File: config.mk
export PLATFORM = sky130hd
export DESIGN_NAME = iprl_regs
export DESIGN_NICKNAME = d
export VERILOG_FILES = /design/src/hdl/iprl_pkg.sv /design/src/hdl/iprl_regs.sv
export VERILOG_INCLUDE_DIRS = /design/src /design/src/hdl
export SDC_FILE = /design/constraint.sdc
export NUM_CORES = 1
export LEC_CHECK = 0
export BUFFER_PORTS_ARGS = -buffer_cell sky130_fd_sc_hd__buf_2
export CORE_AREA = 2 2 106 108
export DETAILED_ROUTE_END_ITERATION = 10
export DIE_AREA = 0 0 108 110
export MAX_ROUTING_LAYER = met4
export PLACE_DENSITY = 0.83
export SKIP_CTS_REPAIR_TIMING = 1
export SYNTH_ARGS = -nofsm -noshare
export SYNTH_HDL_FRONTEND = slang
export SYNTH_SLANG_ARGS = --single-unit
File: constraint.sdc
create_clock -name hclk -period 2.3 [get_ports hclk]
set_clock_uncertainty 0.05 [all_clocks]
set_input_delay 0.23 -clock hclk [delete_from_list [all_inputs] [get_ports hclk]]
set_output_delay 0.23 -clock hclk [all_outputs]
set_load 0.1 [all_outputs]
File: src/hdl/iprl_defines.svh
/*
 * Constants for the interrupt priority level registers: register indices,
 * byte addresses, field positions, masks and reset values.
 * Assumes inclusion by bare name from any file that needs them.
 */
`ifndef IPRL_DEFINES_SVH
`define IPRL_DEFINES_SVH

// ==========================================================================
// Register map
// ==========================================================================
`define IPRL_SERIAL_TIMER_IDX 8
`define IPRL_PWM_ADC_IDX 9
`define IPRL_SERIAL_TIMER_ADDR 8'h20
`define IPRL_PWM_ADC_ADDR 8'h24
`define IPRL_ADDR_W 8
`define IPRL_REG_W 16
`define IPRL_RESET_VAL 16'h0000
`define IPRL_SERIAL_TIMER_WMASK 16'hf3ff
`define IPRL_PWM_ADC_WMASK 16'hffff

// ==========================================================================
// Field positions (low bit of each 2-bit field)
// ==========================================================================
`define IPRL_NUM_SRC 15
`define IPRL_POS_UART0_RX_FULL 14
`define IPRL_POS_UART0_RX_ERROR 12
`define IPRL_POS_UART0_TX_IDLE 8
`define IPRL_POS_UART0_TX_EMPTY 6
`define IPRL_POS_TIMER_A_CH3 4
`define IPRL_POS_TIMER_A_CH2 2
`define IPRL_POS_TIMER_A_CH1 0
`define IPRL_POS_PWM_A_FAULT 14
`define IPRL_POS_PWM_B_FAULT 12
`define IPRL_POS_PWM_A_RELOAD 10
`define IPRL_POS_PWM_B_RELOAD 8
`define IPRL_POS_ADC_A_ZERO_LIMIT 6
`define IPRL_POS_ADC_B_ZERO_LIMIT 4
`define IPRL_POS_ADC_A_DONE 2
`define IPRL_POS_ADC_B_DONE 0

// ==========================================================================
// Field encoding
// ==========================================================================
`define IPRL_FIELD_DISABLED 2'h0

// ==========================================================================
// AHB-Lite encodings
// ==========================================================================
`define IPRL_HTRANS_IDLE 2'h0
`define IPRL_HTRANS_NONSEQ 2'h2
`define IPRL_HSIZE_WORD 3'h2
`define IPRL_HRESP_OKAY 1'h0

`endif

File: src/hdl/iprl_pkg.sv
/*
 * Types shared by the interrupt priority level register block.
 * Assumes nothing beyond a SystemVerilog compiler.
 */
`default_nettype none
package iprl_pkg;

  // ========================================================================
  // Per-source level presented to the arbiter
  // ========================================================================
  typedef struct packed {
    logic enabled;
    logic [1:0] level;
  } iprl_src_level_t;

  // ========================================================================
  // Captured AHB address phase
  // ========================================================================
  typedef struct packed {
    logic valid;
    logic write;
    logic [7:0] addr;
  } iprl_addr_phase_t;

endpackage
`default_nettype wire

File: src/hdl/iprl_regs.sv
/*
 * Two 16-bit interrupt priority level registers behind an AHB-Lite slave.
 * The first covers serial port 0 and timer A channels 1 to 3, the second
 * the PWM fault/reload and ADC interrupts. Each 2-bit field is decoded
 * into an enable and a level for the interrupt arbitration logic, and the
 * raw requests of the peripherals are gated by that enable.
 * One small field decoder module, instanced per source, follows the top.
 * Assumes a single AHB-Lite master, a single clock hclk and asynchronous
 * active-low reset hresetn; peripheral requests are synchronous to hclk.
 */
`timescale 1ns/10ps
`default_nettype none
`include "iprl_defines.svh"

// Overview of operation
// - Field 00 disables its request; reset value
// - Fields 01,10,11 map to levels 0,1,2
// - All fields reset to zero, sources disabled
// - First register bits 11-10 read zero, unwritable
// - Register index 8; bits 15-14 uart0 rx full
// - First register bits 13-12 uart0 rx error
// - First register bits 9-8 uart0 tx idle
// - First register bits 7-6 uart0 tx empty
// - First register bits 5-4 timer A channel 3
// - Bits 3-2 timer A ch2, 1-0 ch1
// - Second register index 9; PWM A/B fault levels
// - Second register bits 11-8 PWM A/B reload levels
// - Second register bits 7-4 ADC A/B zero-limit
// - Second register bits 3-2 ADC A done
// - Second register bits 1-0 ADC B done
module iprl_regs #(
  parameter int NUM_SRC = `IPRL_NUM_SRC
) (
  input wire logic hclk,
  input wire logic hresetn,
  input wire logic hsel,
  input wire logic [31:0] haddr,
  input wire logic [1:0] htrans,
  input wire logic hwrite,
  input wire logic [2:0] hsize,
  input wire logic [31:0] hwdata,
  input wire logic hready,
  output logic hreadyout,
  output logic hresp,
  output logic [31:0] hrdata,
  input wire logic [NUM_SRC-1:0] src_req,
  output logic [NUM_SRC-1:0] arb_req,
  output iprl_pkg::iprl_src_level_t [NUM_SRC-1:0] src_level
);

  // ========================================================================
  // Declarations
  // ========================================================================
  iprl_pkg::iprl_addr_phase_t aph_q;
  iprl_pkg::iprl_addr_phase_t aph_d;
  logic [`IPRL_REG_W-1:0] serial_timer_irq_levels_q;
  logic [`IPRL_REG_W-1:0] serial_timer_irq_levels_d;
  logic [`IPRL_REG_W-1:0] pwm_adc_irq_levels_q;
  logic [`IPRL_REG_W-1:0] pwm_adc_irq_levels_d;
  logic [31:0] hrdata_q;
  logic [31:0] hrdata_d;
  logic hreadyout_q;
  logic hresp_q;
  logic [NUM_SRC-1:0] arb_req_q;
  // Nets: each field decoder drives its own slice
  wire logic [NUM_SRC-1:0] arb_req_d;
  iprl_pkg::iprl_src_level_t [NUM_SRC-1:0] src_level_q;
  wire iprl_pkg::iprl_src_level_t [NUM_SRC-1:0] src_level_d;
  logic take_addr;
  logic addr_word;

  // ========================================================================
  // AHB-Lite address phase
  // ========================================================================
  // Zero-wait slave: every transfer completes in one data-phase cycle, so
  // hreadyout stays high and non-word sizes or unaligned addresses are refused (ignored).
  assign take_addr = hsel && hready && htrans[1];
  assign addr_word = (hsize == `IPRL_HSIZE_WORD) && (haddr[1:0] == 2'h0);

  always_comb begin
    aph_d = aph_q;
    if (hready) begin
      aph_d.valid = take_addr && addr_word;
      aph_d.write = hwrite;
      aph_d.addr = haddr[`IPRL_ADDR_W-1:0];
    end
  end

  // ========================================================================
  // Register writes in the data phase
  // ========================================================================
  // Upper address bits are not decoded: the block is expected to sit in a
  // small window chosen by the system decoder through hsel.
  always_comb begin
    serial_timer_irq_levels_d = serial_timer_irq_levels_q;
    pwm_adc_irq_levels_d = pwm_adc_irq_levels_q;
    if (aph_q.valid && aph_q.write) begin
      case (aph_q.addr)
        `IPRL_SERIAL_TIMER_ADDR: begin
          // Reserved bits 11-10 are masked off and so always read zero
          serial_timer_irq_levels_d = hwdata[`IPRL_REG_W-1:0]
                                      & `IPRL_SERIAL_TIMER_WMASK;
        end
        `IPRL_PWM_ADC_ADDR: begin
          pwm_adc_irq_levels_d = hwdata[`IPRL_REG_W-1:0]
                                 & `IPRL_PWM_ADC_WMASK;
        end
        default: begin
        end
      endcase
    end
  end

  // ========================================================================
  // Read data, registered so it stands in the data phase
  // ========================================================================
  // Read data is taken from the current register contents during the
  // address phase; a write in the preceding data phase is forwarded so a
  // back-to-back write then read returns the new value.
  always_comb begin
    hrdata_d = 32'h0000_0000;
    if (take_addr && addr_word && !hwrite) begin
      case (haddr[`IPRL_ADDR_W-1:0])
        `IPRL_SERIAL_TIMER_ADDR: begin
          hrdata_d = {16'h0000, serial_timer_irq_levels_d};
        end
        `IPRL_PWM_ADC_ADDR: begin
          hrdata_d = {16'h0000, pwm_adc_irq_levels_d};
        end
        default: begin
          hrdata_d = 32'h0000_0000;
        end
      endcase
    end
  end

  // ========================================================================
  // Field decode and request gating, one decoder per source
  // ========================================================================
  // Decoded from the next register values so the arbiter sees a new level
  // in the same cycle as software reads it back.
  iprl_field_dec uart0_rx_full_u (
    .field(serial_timer_irq_levels_d[`IPRL_POS_UART0_RX_FULL +: 2]),
    .req(src_req[0]),
    .enabled(src_level_d[0].enabled),
    .level(src_level_d[0].level),
    .req_gated(arb_req_d[0])
  );
  iprl_field_dec uart0_rx_error_u (
    .field(serial_timer_irq_levels_d[`IPRL_POS_UART0_RX_ERROR +: 2]),
    .req(src_req[1]),
    .enabled(src_level_d[1].enabled),
    .level(src_level_d[1].level),
    .req_gated(arb_req_d[1])
  );
  iprl_field_dec uart0_tx_idle_u (
    .field(serial_timer_irq_levels_d[`IPRL_POS_UART0_TX_IDLE +: 2]),
    .req(src_req[2]),
    .enabled(src_level_d[2].enabled),
    .level(src_level_d[2].level),
    .req_gated(arb_req_d[2])
  );
  iprl_field_dec uart0_tx_empty_u (
    .field(serial_timer_irq_levels_d[`IPRL_POS_UART0_TX_EMPTY +: 2]),
    .req(src_req[3]),
    .enabled(src_level_d[3].enabled),
    .level(src_level_d[3].level),
    .req_gated(arb_req_d[3])
  );
  iprl_field_dec timer_a_ch3_u (
    .field(serial_timer_irq_levels_d[`IPRL_POS_TIMER_A_CH3 +: 2]),
    .req(src_req[4]),
    .enabled(src_level_d[4].enabled),
    .level(src_level_d[4].level),
    .req_gated(arb_req_d[4])
  );
  iprl_field_dec timer_a_ch2_u (
    .field(serial_timer_irq_levels_d[`IPRL_POS_TIMER_A_CH2 +: 2]),
    .req(src_req[5]),
    .enabled(src_level_d[5].enabled),
    .level(src_level_d[5].level),
    .req_gated(arb_req_d[5])
  );
  iprl_field_dec timer_a_ch1_u (
    .field(serial_timer_irq_levels_d[`IPRL_POS_TIMER_A_CH1 +: 2]),
    .req(src_req[6]),
    .enabled(src_level_d[6].enabled),
    .level(src_level_d[6].level),
    .req_gated(arb_req_d[6])
  );

  // Sources 7 to 14 live in the second register
  iprl_field_dec pwm_unit_a_fault_u (
    .field(pwm_adc_irq_levels_d[`IPRL_POS_PWM_A_FAULT +: 2]),
    .req(src_req[7]),
    .enabled(src_level_d[7].enabled),
    .level(src_level_d[7].level),
    .req_gated(arb_req_d[7])
  );
  iprl_field_dec pwm_unit_b_fault_u (
    .field(pwm_adc_irq_levels_d[`IPRL_POS_PWM_B_FAULT +: 2]),
    .req(src_req[8]),
    .enabled(src_level_d[8].enabled),
    .level(src_level_d[8].level),
    .req_gated(arb_req_d[8])
  );
  iprl_field_dec pwm_unit_a_reload_u (
    .field(pwm_adc_irq_levels_d[`IPRL_POS_PWM_A_RELOAD +: 2]),
    .req(src_req[9]),
    .enabled(src_level_d[9].enabled),
    .level(src_level_d[9].level),
    .req_gated(arb_req_d[9])
  );
  iprl_field_dec pwm_unit_b_reload_u (
    .field(pwm_adc_irq_levels_d[`IPRL_POS_PWM_B_RELOAD +: 2]),
    .req(src_req[10]),
    .enabled(src_level_d[10].enabled),
    .level(src_level_d[10].level),
    .req_gated(arb_req_d[10])
  );
  iprl_field_dec adc_a_zero_limit_u (
    .field(pwm_adc_irq_levels_d[`IPRL_POS_ADC_A_ZERO_LIMIT +: 2]),
    .req(src_req[11]),
    .enabled(src_level_d[11].enabled),
    .level(src_level_d[11].level),
    .req_gated(arb_req_d[11])
  );
  iprl_field_dec adc_b_zero_limit_u (
    .field(pwm_adc_irq_levels_d[`IPRL_POS_ADC_B_ZERO_LIMIT +: 2]),
    .req(src_req[12]),
    .enabled(src_level_d[12].enabled),
    .level(src_level_d[12].level),
    .req_gated(arb_req_d[12])
  );
  iprl_field_dec adc_a_done_u (
    .field(pwm_adc_irq_levels_d[`IPRL_POS_ADC_A_DONE +: 2]),
    .req(src_req[13]),
    .enabled(src_level_d[13].enabled),
    .level(src_level_d[13].level),
    .req_gated(arb_req_d[13])
  );
  iprl_field_dec adc_b_done_u (
    .field(pwm_adc_irq_levels_d[`IPRL_POS_ADC_B_DONE +: 2]),
    .req(src_req[14]),
    .enabled(src_level_d[14].enabled),
    .level(src_level_d[14].level),
    .req_gated(arb_req_d[14])
  );

  // ========================================================================
  // State registers
  // ========================================================================
  always_ff @(posedge hclk or negedge hresetn) begin
    if (!hresetn) begin
      aph_q <= '0;
      serial_timer_irq_levels_q <= `IPRL_RESET_VAL;
      pwm_adc_irq_levels_q <= `IPRL_RESET_VAL;
      hrdata_q <= 32'h0000_0000;
      hreadyout_q <= 1'b1;
      hresp_q <= `IPRL_HRESP_OKAY;
      arb_req_q <= '0;
      src_level_q <= '0;
    end else begin
      aph_q <= aph_d;
      serial_timer_irq_levels_q <= serial_timer_irq_levels_d;
      pwm_adc_irq_levels_q <= pwm_adc_irq_levels_d;
      hrdata_q <= hrdata_d;
      hreadyout_q <= 1'b1;
      hresp_q <= `IPRL_HRESP_OKAY;
      arb_req_q <= arb_req_d;
      src_level_q <= src_level_d;
    end
  end

  // ========================================================================
  // Outputs
  // ========================================================================
  assign hreadyout = hreadyout_q;
  assign hresp = hresp_q;
  assign hrdata = hrdata_q;
  assign arb_req = arb_req_q;
  assign src_level = src_level_q;

endmodule // iprl_regs

// ==========================================================================
// Field decoder: one level field to an enable, a level and a request gate
// ==========================================================================
module iprl_field_dec #(
  parameter int FIELD_W = 2
) (
  input wire logic [FIELD_W-1:0] field,
  input wire logic req,
  output logic enabled,
  output logic [FIELD_W-1:0] level,
  output logic req_gated
);

  always_comb begin
    enabled = (field != `IPRL_FIELD_DISABLED);
    // Codes 01,10,11 become 0,1,2; off still shows 0, so enable must be used
    level = enabled ? (field - FIELD_W'(1)) : '0;
    // A disabled source never reaches arbitration
    req_gated = req && enabled;
  end

endmodule // iprl_field_dec

`default_nettype wire

==> metrics <==
largest net degree at the start of global routing=119; top cells by area, synth=dfrtp_1 64%, mux2i_1 7.8%, buf_4 3.4%; Place WS=0.0165 ns; Detailed Routing Iterations Pass 1=4; Syn-to-layout area delta=43.1%; footprint of the multi-input gates=1420 sq um; Hold Crit Endpoint=aph_q[2]; nets=658; register area share after synthesis=0.642; final setup vio count=0; multiplexer area fraction after synthesis=0.103; CTS tree=done; DRC violations left=0; Hold Vio Cnt, Final=0; Final Max Slew Viols=0; mean post-synth cell area=12.5 sq um; final hold slack=0.0573 ns; Synth area leader=dfrtp_1; routed wire length=10.6 mm; die area=11900 sq um; largest family of logic cells by synthesized area=simple AND/OR/NAND/NOR gates; clk_lat worst skew=0.52 ns; Reg area=2950 sq um; FF-to-FF Start=aph_q[4]; routability congestion estimate=0.784; Synth Area in Compound Gates=0.0536; post-synth top area share=0.642; Die Span X=108 microns; Synth Area in Simple Gates=0.130; Rows=38; I/O pin total=183; most frequent cells in the layout=122 x buf_2, 118 x dfrtp_1, 45 x dlygate4sd3_1, 33 x mux2i_1, 30 x inv_1; H-tree Lvls=4; first-pass GRT wire length=15.6 mm; initial antenna violation count=0; PwrDens=812 nW/um^2; Fmax=0.448 GHz; EDFF count, synth=0; Slew Limit Headroom=0.591; via/cell ratio=4.75; Synth Instances=368; outcome=finished clean; ant diodes=0; Startpoint Class=register; Final TNS setup=0 ns; Data required, critical path=2.70 ns; HPWL after DPL=6.88 mm; Post-Synth XOR/XNOR Area=0; worst-path fanout max=21; fin crit share=0.970; CP Class=reg -> reg; clock root buffer=clkbuf_8; vias in the first global route=3345; fill count=816; Period minus WS final=2.23 ns; Synth Register Bits=118; total track usage=0.180; worst vdd ir=0.400 mV; reg2reg end=arb_req[8]; Final Non-Filler Cells=721; Post-Place Cells=644; crit path capture type=register; reg-to-reg slack, setup=0.07 ns; total gr overflow=0; Synth cell types=37; Clock transition at path regs=0.05 ns; Worst EP arrival=2.63 ns; core box area=10700 sq um; Initial Util=0.430; hold crit path type=in -> reg; R2R depth=5; # port buffers=123; Adder-Cell Fraction of Synth Area=0; area of the mapped netlist=4600 sq um; Primary FF master, synth=dfrtp_1; Starting DRT DRC Count=141; max_cap viols=0; total number of vias=3424; ratio of cells with drive above 1 in the final layout=0.339; most common cell after layout, fill and taps aside=buf_2; Routed WL per cell=14.7 microns; Max Root-Sink Buffers=2; # clock sinks=118; YS warnings=0; total CTS buffers=17; Hold Path Depth=3; Die Y=110 microns; leakage=3.65 nW; post-route setup slack=0.0700 ns; Worst Tran Pin Value=0.614 ns; FFs w/ async S/R, synth=1.00; Final ANT Viol Nets=0; hold_sp=hready
-- synth_stat cells, types with 2 or more instances --
cell and instances:
dfrtp_1 118, mux2i_1 36, inv_1 30, nor2_1 23
buf_4 21, o21ai_0 18, nand2_1 17, o22ai_1 14
mux2_2 10, nand2b_1 9, nand3_1 9, nor2b_1 9
and2_1 8, nand3b_1 8, a21boi_0 7, clkbuf_1 3
nand4_1 3, and3_1 2, and3b_1 2, buf_2 2
conb_1 2, nor4_1 2
-- where the power goes --
group / switching [mW] / leakage [nW] / total, mW / internal (mW)
clock network: 0.892 / 0.311 / 2.83 / 1.94
logic: 0.275 / 1.71 / 0.395 / 0.120
registers: 0.0153 / 1.62 / 2.12 / 2.10
-- worst max-delay path by stage --
stage                          to  slack, ns     start
detailed placement     arb_req[2]       0.02  aph_q[4]
finish                 arb_req[8]       0.07  aph_q[4]
CTS                     hrdata[8]      -0.07  aph_q[4]
global route        src_level[18]      -0.04  aph_q[4]
global placement       arb_req[2]       0.08  aph_q[4]
floorplan              arb_req[0]       0.08  aph_q[4]
-- layer usage --
metal | track usage | share of wire
met4 | 0.0842 | 0.022
met3 | 0.0570 | 0.047
met5 | - | 0
met1 | 0.208 | 0.41
met2 | 0.287 | 0.52
-- kinds of logic after synthesis --
| family | count (synthesis) |
|---|---|
| and+or+nand+nor | 102 |
| DFF | 118 |
| other | 2 |
| buffers and inverters | 59 |
| AOI/OAI and AO/OA | 41 |
| muxes | 46 |
-- worst max-delay path: stages (launching register included) --
cell and delay [ns]:
dfrtp_1 0.37, or4b_4 0.59, or4_4 0.52, buf_4 0.23
mux2i_1 0.23, and2_1 0.17
-- cell type report --
class                      instances  share of cell area
clock buffer                      22              0.0703
clock inverter                     9              0.0262
inverter                          30              0.0171
multi-input combinational        207               0.216
sequential                       118               0.448
tap                              140              0.0266
timing repair buffer             195               0.196
-- sequential cells by signal (all words and copies together), names as in the netlist --
name                       cells
hrdata                        16
pwm_adc_irq_levels_q          16
arb_req                       15
serial_timer_irq_levels_q     16
aph_q                         10
src_level                     45
-- stage by stage --
stage	cell area, sq um	util	total power, mW
2_1_floorplan	4660	-	2.39
4_1_cts	6090	0.570	5.32
5_1_grt	6580	0.615	5.52
6_report	6580	0.615	5.35
3_5_place_dp	5460	0.510	2.48
3_3_place_gp	5460	0.510	2.47
No activity file was read; power rests on OpenSTA's default activity.
